### src/logic/cbp_defines.vh
// Constants for the cell balancing and protector control block.
// Included by the register bank only; holds definitions only.
// Function
// - Sixteen per-cell 5-bit timer codes, zero means stop, captured at balancing start.
// - Module timer code captured at start; codes 1..4 are 10, 30, 60, 300 s.
// - Codes 5..16 give 10..120 min, 17..30 give 150..540 min, 31 gives 600 min.
// - Balancing overtemperature level is 4 bits, saturating at 24 percent.
// - Cool-off is 3 bits up to 14 percent; resume below level minus cool-off.
// - Duty code captured at start maps 0..7 to 5 s up to 30 min.
// - Both completion registers clear at start; a cell's flag sets when it finishes.
// - Remaining time readback: unit bit zero is 5 s steps, one is 5 min steps.
// - Exclusion bit removes a cell from undervoltage and done-voltage monitoring.
// - Undertemperature level spans 66..80 percent in 2 percent steps, reset 80 percent.
// - Overtemperature level spans 10..39 percent in 1 percent steps, unused codes 39.
// - In lock mode the 4-bit channel code picks cell 1 through cell 16.
// - Voltage start captures all voltage comparator settings, starts them, self-clears.
// - Voltage mode: 00 stop, 01 round robin, 10 self-test, 11 single channel.
`ifndef CBP_DEFINES_VH
`define CBP_DEFINES_VH

`define CBP_IDX_OV_THR 11'h009
`define CBP_IDX_UV_THR 11'h00a
`define CBP_IDX_TEMP_THR 11'h00b
`define CBP_IDX_UV_EXCL_HI 11'h00c
`define CBP_IDX_UV_EXCL_LO 11'h00d
`define CBP_IDX_CELL_TMR_FIRST 11'h318
`define CBP_IDX_CELL_TMR_LAST 11'h327
`define CBP_IDX_MOD_DONE_THR 11'h328
`define CBP_IDX_MOD_TMR 11'h329
`define CBP_IDX_CELL_DONE_THR 11'h32a
`define CBP_IDX_BAL_OVERTEMPERATURE_LEVEL 11'h32b
`define CBP_IDX_VCMP_CTRL 11'h32c
`define CBP_IDX_TCMP_CTRL 11'h32d
`define CBP_IDX_BAL_DUTY 11'h32e
`define CBP_IDX_BAL_MAIN 11'h32f
`define CBP_IDX_BAL_QUERY 11'h330
`define CBP_IDX_DONE_HI 11'h556
`define CBP_IDX_DONE_LO 11'h557
`define CBP_IDX_REM_TIME 11'h558

`define CBP_RST_OV_THR 8'h3f
`define CBP_RST_UV_THR 8'h00
`define CBP_RST_TEMP_THR 8'hfd
`define CBP_RST_DONE_THR 8'h3f
`define CBP_RST_BAL_OVERTEMPERATURE_LEVEL 8'h0f
`define CBP_RST_ZERO 8'h00

`define CBP_BIT_VCMP_START 2
`define CBP_BIT_TCMP_START 2
`define CBP_BIT_BAL_START 1
`define CBP_BIT_BAL_AUTO 0
`define CBP_BIT_BAL_OTEN 4
`define CBP_BIT_BAL_PAUSE 6
`define CBP_BIT_QUERY_START 0

`define CBP_MODE_STOP 2'b00
`define CBP_MODE_ROBIN 2'b01
`define CBP_MODE_SELFTEST 2'b10
`define CBP_MODE_LOCK 2'b11

`define CBP_CLK_HZ 20000000
`define CBP_TICK_S 1
`define CBP_SEC_UNIT_MAX 16'd635

`endif

### src/logic/cbp_timer_mem.v
// Sixteen-entry store for the per-cell balancing timer codes.
// One shared port; read data is registered and appears one edge after the address.
`timescale 1ns/1ps
module cbp_timer_mem (
  input wire clk_i,
  input wire ce_i,
  input wire we_i,
  input wire [3:0] addr_i,
  input wire [4:0] wdata_i,
  output reg [4:0] rdata_o
);
  reg [4:0] mem_q [0:15];

  always @(posedge clk_i) begin
    if (ce_i) begin
      if (we_i) begin
        mem_q[addr_i] <= wdata_i;
      end
      rdata_o <= mem_q[addr_i];
    end
  end
endmodule

### src/logic/cbp_ctrl.v
// Register bank and balancing timers for the cell balancing and protector controls.
// Assumes an AHB-Lite master on CLK_I and asynchronous comparator and sensor inputs.
//
// Decided for this implementation: register access over AHB-Lite.
`timescale 1ns/1ps
`include "cbp_defines.vh"
module cbp_ctrl #(
  parameter TICK_CYCLES = `CBP_CLK_HZ * `CBP_TICK_S
) (
  input wire CLK_I,
  input wire SRST_I,
  input wire CE_I,
  input wire HSEL_I,
  input wire [31:0] HADDR_I,
  input wire [1:0] HTRANS_I,
  input wire HWRITE_I,
  input wire [2:0] HSIZE_I,
  input wire [31:0] HWDATA_I,
  input wire HREADY_I,
  output reg [31:0] HRDATA_O,
  output reg HREADYOUT_O,
  output reg HRESP_O,
  input wire [15:0] CELL_DONE_VOLTAGE_I,
  input wire [6:0] THERM_PCT_I,
  output reg [15:0] CELL_BAL_O,
  output reg MODULE_BAL_O,
  output reg BAL_PAUSED_O,
  output reg BAL_AUTO_O,
  output reg VCMP_RUN_O,
  output reg VCMP_SELFTEST_O,
  output reg [3:0] VCMP_CHAN_O,
  output reg [5:0] OV_THR_O,
  output reg [5:0] UV_THR_O,
  output reg [15:0] UV_MON_O,
  output reg [5:0] CELL_DONE_THR_O,
  output reg TCMP_RUN_O,
  output reg TCMP_SELFTEST_O,
  output reg [2:0] TCMP_CHAN_O,
  output reg [6:0] OT_PCT_O,
  output reg [6:0] UT_PCT_O
);
  localparam ST_IDLE = 3'b001;
  localparam ST_LOAD = 3'b010;
  localparam ST_RUN = 3'b100;

  // Timer code to seconds.
  function [15:0] f_code_sec;
    input [4:0] code;
    begin
      case (code)
        5'h00: f_code_sec = 16'd0;
        5'h01: f_code_sec = 16'd10;
        5'h02: f_code_sec = 16'd30;
        5'h03: f_code_sec = 16'd60;
        5'h04: f_code_sec = 16'd300;
        5'h1f: f_code_sec = 16'd36000;
        default: begin
          if (code <= 5'h10) begin
            f_code_sec = {11'd0, code - 5'd4} * 16'd600;
          end else begin
            f_code_sec = 16'd9000 + {11'd0, code - 5'h11} * 16'd1800;
          end
        end
      endcase
    end
  endfunction

  function [10:0] f_duty_sec;
    input [2:0] code;
    begin
      case (code)
        3'h0: f_duty_sec = 11'd5;
        3'h1: f_duty_sec = 11'd10;
        3'h2: f_duty_sec = 11'd30;
        3'h3: f_duty_sec = 11'd60;
        3'h4: f_duty_sec = 11'd300;
        3'h5: f_duty_sec = 11'd600;
        3'h6: f_duty_sec = 11'd1200;
        default: f_duty_sec = 11'd1800;
      endcase
    end
  endfunction

  // Remaining seconds to unit bit and 7-bit count, rounded up.
  function [7:0] f_report;
    input [15:0] secs;
    reg [15:0] q;
    begin
      q = 16'd0;
      if (secs <= `CBP_SEC_UNIT_MAX) begin
        q = (secs + 16'd4) / 16'd5;
        f_report = {1'b0, q[6:0]};
      end else begin
        q = (secs + 16'd299) / 16'd300;
        f_report = {1'b1, q[6:0]};
      end
    end
  endfunction

  reg [7:0] ov_thr_q, uv_thr_q, temp_thr_q, excl_hi_q, excl_lo_q;
  reg [7:0] mod_done_thr_q, mod_tmr_q, cell_done_thr_q, bal_overtemperature_level_q;
  reg [7:0] vcmp_ctrl_q, tcmp_ctrl_q, bal_duty_q, bal_main_q, bal_query_q;
  reg [15:0] done_q;
  reg [7:0] rem_time_q;
  reg [2:0] st_q;
  reg [4:0] load_idx_q;
  reg [15:0] cnt_q [0:15];
  reg [15:0] mod_cnt_q;
  reg [24:0] tick_cnt_q;
  reg tick_q;
  reg [10:0] duty_cnt_q;
  reg [10:0] duty_len_q;
  reg phase_q;
  reg auto_q;
  reg oten_q;
  reg ot_hold_q;
  reg [1:0] vmode_q;
  reg [3:0] vlock_q;
  reg [1:0] tmode_q;
  reg [2:0] tlock_q;
  reg [15:0] excl_cap_q;
  reg [15:0] cdv_s1_q, cdv_s2_q;
  reg [6:0] th_s1_q, th_s2_q;
  reg [1:0] bstg_q;
  reg [10:0] bidx_q;
  reg bwrite_q;
  integer i;
  integer j;

  wire b_take = HSEL_I & HTRANS_I[1] & HREADY_I;
  wire loading = st_q[1];
  wire b_in_mem = (bidx_q >= `CBP_IDX_CELL_TMR_FIRST) && (bidx_q <= `CBP_IDX_CELL_TMR_LAST);
  wire [10:0] b_mem_off = bidx_q - `CBP_IDX_CELL_TMR_FIRST;
  wire b_wr = (bstg_q == 2'd1) && !loading && bwrite_q;
  wire mem_we = b_wr && b_in_mem;
  wire [3:0] mem_addr = loading ? load_idx_q[3:0] : b_mem_off[3:0];
  wire [4:0] mem_rdata;
  wire [7:0] wd = HWDATA_I[7:0];
  wire bal_start = b_wr && (bidx_q == `CBP_IDX_BAL_MAIN) && wd[`CBP_BIT_BAL_START];
  wire vcmp_start = b_wr && (bidx_q == `CBP_IDX_VCMP_CTRL) && wd[`CBP_BIT_VCMP_START];
  wire tcmp_start = b_wr && (bidx_q == `CBP_IDX_TCMP_CTRL) && wd[`CBP_BIT_TCMP_START];
  wire query_start = b_wr && (bidx_q == `CBP_IDX_BAL_QUERY) && wd[`CBP_BIT_QUERY_START];
  wire [6:0] balance_overtemperature_pct = (bal_overtemperature_level_q[3:0] > 4'd7) ? 7'd24 : 7'd10 + {2'd0, bal_overtemperature_level_q[3:0], 1'b0};
  wire [6:0] cool_pct = {3'd0, bal_overtemperature_level_q[6:4], 1'b0};
  wire paused = bal_main_q[`CBP_BIT_BAL_PAUSE] | ot_hold_q;
  wire [15:0] excl_live = {excl_hi_q, excl_lo_q};
  wire [4:0] load_cell = 5'd16 - load_idx_q;

  cbp_timer_mem cbp_timer_mem_i (
    .clk_i(CLK_I),
    .ce_i(CE_I),
    .we_i(mem_we),
    .addr_i(mem_addr),
    .wdata_i(HWDATA_I[4:0]),
    .rdata_o(mem_rdata)
  );

  // Bus slave with one wait state on writes and two on reads; transfers wait longer while timer codes load.
  always @(posedge CLK_I) begin
    if (SRST_I) begin
      bstg_q <= 2'd0;
      bidx_q <= 11'd0;
      bwrite_q <= 1'b0;
      HREADYOUT_O <= 1'b1;
      HRESP_O <= 1'b0;
      HRDATA_O <= 32'h0000_0000;
    end else if (CE_I) begin
      HRESP_O <= 1'b0;
      if (bstg_q == 2'd0) begin
        if (b_take) begin
          bidx_q <= HADDR_I[12:2];
          bwrite_q <= HWRITE_I;
          bstg_q <= 2'd1;
          HREADYOUT_O <= 1'b0;
        end
      end else if (bstg_q == 2'd1) begin
        if (!loading) begin
          if (bwrite_q) begin
            bstg_q <= 2'd0;
            HREADYOUT_O <= 1'b1;
          end else begin
            bstg_q <= 2'd2;
          end
        end
      end else begin
        bstg_q <= 2'd0;
        HREADYOUT_O <= 1'b1;
        if (b_in_mem) begin
          HRDATA_O <= {27'd0, mem_rdata};
        end else begin
          case (bidx_q)
            `CBP_IDX_OV_THR: HRDATA_O <= {24'd0, ov_thr_q};
            `CBP_IDX_UV_THR: HRDATA_O <= {24'd0, uv_thr_q};
            `CBP_IDX_TEMP_THR: HRDATA_O <= {24'd0, temp_thr_q};
            `CBP_IDX_UV_EXCL_HI: HRDATA_O <= {24'd0, excl_hi_q};
            `CBP_IDX_UV_EXCL_LO: HRDATA_O <= {24'd0, excl_lo_q};
            `CBP_IDX_MOD_DONE_THR: HRDATA_O <= {24'd0, mod_done_thr_q};
            `CBP_IDX_MOD_TMR: HRDATA_O <= {24'd0, mod_tmr_q};
            `CBP_IDX_CELL_DONE_THR: HRDATA_O <= {24'd0, cell_done_thr_q};
            `CBP_IDX_BAL_OVERTEMPERATURE_LEVEL: HRDATA_O <= {24'd0, bal_overtemperature_level_q};
            `CBP_IDX_VCMP_CTRL: HRDATA_O <= {24'd0, vcmp_ctrl_q};
            `CBP_IDX_TCMP_CTRL: HRDATA_O <= {24'd0, tcmp_ctrl_q};
            `CBP_IDX_BAL_DUTY: HRDATA_O <= {24'd0, bal_duty_q};
            `CBP_IDX_BAL_MAIN: HRDATA_O <= {24'd0, bal_main_q};
            `CBP_IDX_BAL_QUERY: HRDATA_O <= {24'd0, bal_query_q};
            `CBP_IDX_DONE_HI: HRDATA_O <= {24'd0, done_q[15:8]};
            `CBP_IDX_DONE_LO: HRDATA_O <= {24'd0, done_q[7:0]};
            `CBP_IDX_REM_TIME: HRDATA_O <= {24'd0, rem_time_q};
            default: HRDATA_O <= 32'h0000_0000;
          endcase
        end
      end
    end
  end

  // Software-written registers; start bits are never stored so they read back zero.
  always @(posedge CLK_I) begin
    if (SRST_I) begin
      ov_thr_q <= `CBP_RST_OV_THR;
      uv_thr_q <= `CBP_RST_UV_THR;
      temp_thr_q <= `CBP_RST_TEMP_THR;
      excl_hi_q <= `CBP_RST_ZERO;
      excl_lo_q <= `CBP_RST_ZERO;
      mod_done_thr_q <= `CBP_RST_DONE_THR;
      mod_tmr_q <= `CBP_RST_ZERO;
      cell_done_thr_q <= `CBP_RST_DONE_THR;
      bal_overtemperature_level_q <= `CBP_RST_BAL_OVERTEMPERATURE_LEVEL;
      vcmp_ctrl_q <= `CBP_RST_ZERO;
      tcmp_ctrl_q <= `CBP_RST_ZERO;
      bal_duty_q <= `CBP_RST_ZERO;
      bal_main_q <= `CBP_RST_ZERO;
      bal_query_q <= `CBP_RST_ZERO;
    end else if (CE_I && b_wr) begin
      case (bidx_q)
        `CBP_IDX_OV_THR: ov_thr_q <= {2'd0, wd[5:0]};
        `CBP_IDX_UV_THR: uv_thr_q <= {2'd0, wd[5:0]};
        `CBP_IDX_TEMP_THR: temp_thr_q <= wd;
        `CBP_IDX_UV_EXCL_HI: excl_hi_q <= wd;
        `CBP_IDX_UV_EXCL_LO: excl_lo_q <= wd;
        `CBP_IDX_MOD_DONE_THR: mod_done_thr_q <= {2'd0, wd[5:0]};
        `CBP_IDX_MOD_TMR: mod_tmr_q <= {3'd0, wd[4:0]};
        `CBP_IDX_CELL_DONE_THR: cell_done_thr_q <= {2'd0, wd[5:0]};
        `CBP_IDX_BAL_OVERTEMPERATURE_LEVEL: bal_overtemperature_level_q <= {1'b0, wd[6:0]};
        `CBP_IDX_VCMP_CTRL: vcmp_ctrl_q <= {wd[7:3], 1'b0, wd[1:0]};
        `CBP_IDX_TCMP_CTRL: tcmp_ctrl_q <= {1'b0, wd[6:3], 1'b0, wd[1:0]};
        `CBP_IDX_BAL_DUTY: bal_duty_q <= {5'd0, wd[2:0]};
        `CBP_IDX_BAL_MAIN: bal_main_q <= {1'b0, wd[6:2], 1'b0, wd[0]};
        `CBP_IDX_BAL_QUERY: bal_query_q <= {3'd0, wd[4:1], 1'b0};
        default: ;
      endcase
    end
  end

  // Input synchronisers and the one-second tick.
  always @(posedge CLK_I) begin
    if (SRST_I) begin
      cdv_s1_q <= 16'h0000;
      cdv_s2_q <= 16'h0000;
      th_s1_q <= 7'h00;
      th_s2_q <= 7'h00;
      tick_cnt_q <= 25'd0;
      tick_q <= 1'b0;
    end else if (CE_I) begin
      cdv_s1_q <= CELL_DONE_VOLTAGE_I;
      cdv_s2_q <= cdv_s1_q;
      th_s1_q <= THERM_PCT_I;
      th_s2_q <= th_s1_q;
      tick_q <= (tick_cnt_q == TICK_CYCLES[24:0] - 25'd1);
      if (tick_cnt_q == TICK_CYCLES[24:0] - 25'd1) begin
        tick_cnt_q <= 25'd0;
      end else begin
        tick_cnt_q <= tick_cnt_q + 25'd1;
      end
    end
  end

  // Balancing sequencer: load codes from the store, then count down once a second.
  always @(posedge CLK_I) begin
    if (SRST_I) begin
      st_q <= ST_IDLE;
      load_idx_q <= 5'd0;
      done_q <= 16'h0000;
      mod_cnt_q <= 16'd0;
      duty_cnt_q <= 11'd0;
      duty_len_q <= 11'd5;
      phase_q <= 1'b0;
      auto_q <= 1'b0;
      oten_q <= 1'b0;
      ot_hold_q <= 1'b0;
      rem_time_q <= 8'h00;
      for (i = 0; i < 16; i = i + 1) begin
        cnt_q[i] <= 16'd0;
      end
    end else if (CE_I) begin
      if (query_start) begin
        rem_time_q <= f_report(cnt_q[wd[4:1]]);
      end
      if (bal_start) begin
        st_q <= ST_LOAD;
        load_idx_q <= 5'd0;
        done_q <= 16'h0000;
        mod_cnt_q <= f_code_sec(mod_tmr_q[4:0]);
        duty_len_q <= f_duty_sec(bal_duty_q[2:0]);
        duty_cnt_q <= 11'd0;
        phase_q <= 1'b0;
        auto_q <= wd[`CBP_BIT_BAL_AUTO];
        oten_q <= wd[`CBP_BIT_BAL_OTEN];
        ot_hold_q <= 1'b0;
      end else begin
        case (st_q)
          ST_LOAD: begin
            load_idx_q <= load_idx_q + 5'd1;
            if (load_idx_q != 5'd0) begin
              cnt_q[load_cell[3:0]] <= f_code_sec(mem_rdata);
            end
            if (load_idx_q == 5'd16) begin
              st_q <= ST_RUN;
            end
          end
          ST_RUN: begin
            if (oten_q && th_s2_q >= balance_overtemperature_pct) begin
              ot_hold_q <= 1'b1;
            end else if ({1'b0, th_s2_q} + {1'b0, cool_pct} < {1'b0, balance_overtemperature_pct}) begin
              ot_hold_q <= 1'b0;
            end
            for (i = 0; i < 16; i = i + 1) begin
              if (cnt_q[i] != 16'd0) begin
                if (auto_q && cdv_s2_q[i] && !excl_live[i]) begin
                  cnt_q[i] <= 16'd0;
                  done_q[i] <= 1'b1;
                end else if (tick_q && !paused) begin
                  cnt_q[i] <= cnt_q[i] - 16'd1;
                  if (cnt_q[i] == 16'd1) begin
                    done_q[i] <= 1'b1;
                  end
                end
              end
            end
            if (tick_q && !paused) begin
              if (mod_cnt_q != 16'd0) begin
                mod_cnt_q <= mod_cnt_q - 16'd1;
              end
              if (duty_cnt_q + 11'd1 >= duty_len_q) begin
                duty_cnt_q <= 11'd0;
                phase_q <= ~phase_q;
              end else begin
                duty_cnt_q <= duty_cnt_q + 11'd1;
              end
            end
          end
          ST_IDLE: ;
          default: st_q <= ST_IDLE;
        endcase
      end
    end
  end

  // Balancing drive outputs.
  always @(posedge CLK_I) begin
    if (SRST_I) begin
      CELL_BAL_O <= 16'h0000;
      MODULE_BAL_O <= 1'b0;
      BAL_PAUSED_O <= 1'b0;
      BAL_AUTO_O <= 1'b0;
    end else if (CE_I) begin
      for (j = 0; j < 16; j = j + 1) begin
        CELL_BAL_O[j] <= st_q[2] && !paused && (cnt_q[j] != 16'd0) && (j[0] == phase_q);
      end
      MODULE_BAL_O <= st_q[2] && !paused && (mod_cnt_q != 16'd0);
      BAL_PAUSED_O <= paused;
      BAL_AUTO_O <= auto_q;
    end
  end

  // Comparator settings are held until the matching start command captures them.
  always @(posedge CLK_I) begin
    if (SRST_I) begin
      vmode_q <= `CBP_MODE_STOP;
      vlock_q <= 4'h0;
      tmode_q <= `CBP_MODE_STOP;
      tlock_q <= 3'h0;
      excl_cap_q <= 16'h0000;
      OV_THR_O <= 6'h3f;
      UV_THR_O <= 6'h00;
      CELL_DONE_THR_O <= 6'h3f;
      OT_PCT_O <= 7'd39;
      UT_PCT_O <= 7'd80;
      VCMP_RUN_O <= 1'b0;
      VCMP_SELFTEST_O <= 1'b0;
      VCMP_CHAN_O <= 4'h0;
      UV_MON_O <= 16'h0000;
      TCMP_RUN_O <= 1'b0;
      TCMP_SELFTEST_O <= 1'b0;
      TCMP_CHAN_O <= 3'h0;
    end else if (CE_I) begin
      if (vcmp_start) begin
        vmode_q <= wd[1:0];
        vlock_q <= wd[6:3];
        excl_cap_q <= excl_live;
        OV_THR_O <= ov_thr_q[5:0];
        UV_THR_O <= uv_thr_q[5:0];
        CELL_DONE_THR_O <= cell_done_thr_q[5:0];
      end
      if (tcmp_start) begin
        tmode_q <= wd[1:0];
        tlock_q <= wd[5:3];
        UT_PCT_O <= 7'd66 + {3'd0, temp_thr_q[7:5], 1'b0};
        OT_PCT_O <= (temp_thr_q[4:0] > 5'd29) ? 7'd39 : 7'd10 + {2'd0, temp_thr_q[4:0]};
      end
      VCMP_RUN_O <= (vmode_q != `CBP_MODE_STOP);
      VCMP_SELFTEST_O <= (vmode_q == `CBP_MODE_SELFTEST);
      UV_MON_O <= (vmode_q == `CBP_MODE_STOP) ? 16'h0000 : ~excl_cap_q;
      case (vmode_q)
        `CBP_MODE_ROBIN: VCMP_CHAN_O <= VCMP_CHAN_O + 4'h1;
        `CBP_MODE_LOCK: VCMP_CHAN_O <= vlock_q;
        default: VCMP_CHAN_O <= 4'h0;
      endcase
      TCMP_RUN_O <= (tmode_q != `CBP_MODE_STOP);
      TCMP_SELFTEST_O <= (tmode_q == `CBP_MODE_SELFTEST);
      case (tmode_q)
        `CBP_MODE_ROBIN: TCMP_CHAN_O <= TCMP_CHAN_O + 3'h1;
        `CBP_MODE_LOCK: TCMP_CHAN_O <= tlock_q;
        default: TCMP_CHAN_O <= 3'h0;
      endcase
    end
  end
endmodule

### config.mk
export PLATFORM = sky130hd
export DESIGN_NAME = cbp_ctrl
export DESIGN_NICKNAME = d
export VERILOG_FILES = /design/src/logic/cbp_timer_mem.v /design/src/logic/cbp_ctrl.v
export VERILOG_INCLUDE_DIRS = /design/src /design/src/logic
export SDC_FILE = /design/constraint.sdc
export NUM_CORES = 2
export LEC_CHECK = 0
export BUFFER_PORTS_ARGS = -buffer_cell sky130_fd_sc_hd__buf_4
export CELL_PAD_IN_SITES_DETAIL_PLACEMENT = 1
export CELL_PAD_IN_SITES_GLOBAL_PLACEMENT = 2
export CORE_MARGIN = 2
export CORE_UTILIZATION = 40
export DETAILED_ROUTE_END_ITERATION = 16
export PLACE_DENSITY = 0.81
export REMOVE_ABC_BUFFERS = 1
export SYNTH_ARGS = -nofsm -noshare
export SYNTH_HDL_FRONTEND = slang
export SYNTH_SLANG_ARGS = --single-unit
### constraint.sdc
create_clock -name CLK_I -period 12.1 [get_ports CLK_I]
set_clock_uncertainty 0.1 [all_clocks]
set_input_delay 3.025 -clock CLK_I [delete_from_list [all_inputs] [get_ports CLK_I]]
set_output_delay 3.025 -clock CLK_I [all_outputs]
set_load 0.03 [all_outputs]
==> results.toml <==
[status]
status = "complete, no violations"

[yosys]
ys_ff_latch = 697
synthTopCellsByArea = "edfxtp_1 (22%), dfxtp_1 (17%), xnor2_1 (5.0%), nand2_1 (4.8%), ha_1 (4.7%)"
synth_area_leader_cell = "edfxtp_1"
synthCells = 4813
synth_edf_count = 325
synthFlopType = "dfxtp_1"
ys_warn_count = 0
avgSynthCellArea_um2 = 9.15
synth_top_area_share_pct = 22.2
ys_async_sr_fraction_pct = 0
syn_area_um2 = 44000
ys_types = 125
ys_seq_area_share_pct = 39.1

[grt]
grt_pass1_vias = 38700
antenna_found_initial = 3
grt_max_degree = 173
grt_pass1_wl_um = 243000
top_usage_layer = "met2"
use_met1_pct = 38.7
grtUsageMet2_pct = 44.6
grt_usage_pct = 27.9
overflow = 0
grt_use_met3_pct = 3.39

[worst_setup_path]
cpPeakStageDelay_ns = 0.60
critPathArrivalTime_ns = 11.89
r2r_slack_ns = 3.12
worstPathMaxFanout = 36
cp_data_required_time_ns = 12.60
cp-end-kind = "flop"
start_kind = "input port"
crit_slowest_cell = "a2111oi_1"
crit_type = "input port to flop"

[floorplan]
start_util_pct = 40.4
boundaryPins = 210
core_um2 = 109000
die_h_um = 336
rows = 121
die_area_um2 = 113000
die_width_um = 336

[final_layout]
final_common_cell = "nand2_1"
final_core_util_pct = 45.3
nets = 5145
final_cell_mix = "nand2_1 (562), nor2_1 (468), dfxtp_1 (372), edfxtp_1 (325), o22ai_1 (254)"
drive_gt1_share_pct = 11.5
syn_to_final_growth_pct = 12.2
n_antenna_cell = 0
instances_no_fill = 6349

[run]
drv_cap = 0

[clock_network]
numCtsBuffers = 81
cts_max_level = 3
cts_tree = "yes"
post_cts_resized = 0
postCtsHoldBufs = 0
clockRootBuffer = "clkbuf_16"
cts.path.max_buffers = 3
cts.sinks = 697
clk_pin_slew_ns = 0.06
clock_latency_ns = 0.68
postCtsSetupBuffers = 0

[place]
numPortBuffers = 131
hpwl_um = 114000
place_inst = 6201
finalWeightedCongestion = 0.914

[routing]
num_vias = 39100
avgViaCountPerCell = 6.16
drc = 0
drtAntennaViolNets = 0
first_iter_violations = 3370
wl_per_cell_um = 25.3
routed_wl_um = 161000
dr.pass1.iters = 6

[sta]
min_period_over_period_pct = 94.2
setup_violations = 0
finalSetupTns_ns = 0
holdWs_ns = 0.354
fin_crit_ns = 11.39
max_freq_mhz = 87.8
finalHoldViolCount = 0
slew_headroom_pct = 18.7
slew_violations = 0
tightest_slew_ns = 1.21
rsz0062_at_grt = "false"

[power_and_ir_drop]
leakage_nw = 17.3
p_per_area_nw_per_um2 = 164
p_total_w = 0.00809
vdd_drop_max_mv = 0.189

[min_path]
hp-class = "flop to flop"
[path summary, 6_finish.rpt]
kind,cells after the start,startpoint,end
max,30,HWDATA_I[3],rem_time_q[1]
max reg2reg,33,cnt_q[12][2],rem_time_q[0]
min,2,duty_len_q[8],duty_len_q[8]
min reg2reg,2,duty_len_q[8],duty_len_q[8]
[synthesized netlist by cell type, types with 113 or more instances]
library cell  instances
ha_1                164
clkbuf_1            216
nand2_1             562
nor3_1              125
nor2_1              470
a21oi_1             259
o22ai_1             254
inv_1               133
xnor2_1             250
dfxtp_1             372
xor2_1              139
nand3_1             170
edfxtp_1            325
o21ai_0             113
[layout make-up]
type | instances | area [µm²]
clock buffer | 110 | 2260
clock inverter | 38 | 563
fill | 12500 | 59600
inverter | 136 | 510
multi-input combinational | 3707 | 25200
sequential | 697 | 17200
tap | 1414 | 1770
timing repair buffer | 247 | 1880
[worst max-delay path, delay by kind of cell]
family,cells,cell delay (ns)
buffers and inverters,3,0.99
adders and majority gates,1,0.25
muxes,2,1.05
AOI/OAI and AO/OA,14,3.75
and+or+nand+nor,8,2.24
xor gates and xnor gates,2,0.51
[layer usage]
metal	vias up	part of all wire (%)
li1	17900	-
met1	19900	44
met2	1154	46
met3	229	5.8
met4	2	3.7
met5	-	0.0081
[report_power, final]
group	switching, W	total, W	internal (W)
Clock	0.00110	0.00262	0.00152
Combinational	0.00181	0.00287	0.00106
Sequential	0.0000842	0.00260	0.00252
Total	0.00299	0.00809	0.00510
[flip-flops by register name, indices dropped and copies added, names as in the netlist, 11 cells and up]
name                   cells
cnt_q                    256
cbp_timer_mem_i.mem_q     80
tick_cnt_q                25
CELL_BAL_O                16
UV_MON_O                  16
cdv_s1_q                  16
cdv_s2_q                  16
done_q                    16
excl_cap_q                16
mod_cnt_q                 16
bidx_q                    11
duty_cnt_q                11
duty_len_q                11
[logic make-up after synthesis]
group	count (synthesis)	synth area share [%]
flops	697	39.1
buf+inv	437	4.29
mux	200	6.89
fa+ha+maj	181	5.35
other cells	2	0.0171
compound gates	1087	16.5
xor+xnor	395	7.99
simple gates	1814	19.9
[metrics by stage]
stage	setup WS [ns]	instance area, µm²
finish	0.707	49400
CTS	0.881	49400
global route	0.105	49400
detailed placement	0.195	46600
floorplan	0.908	42800
global placement	0.328	46600
(Power assumes the default switching activity.)
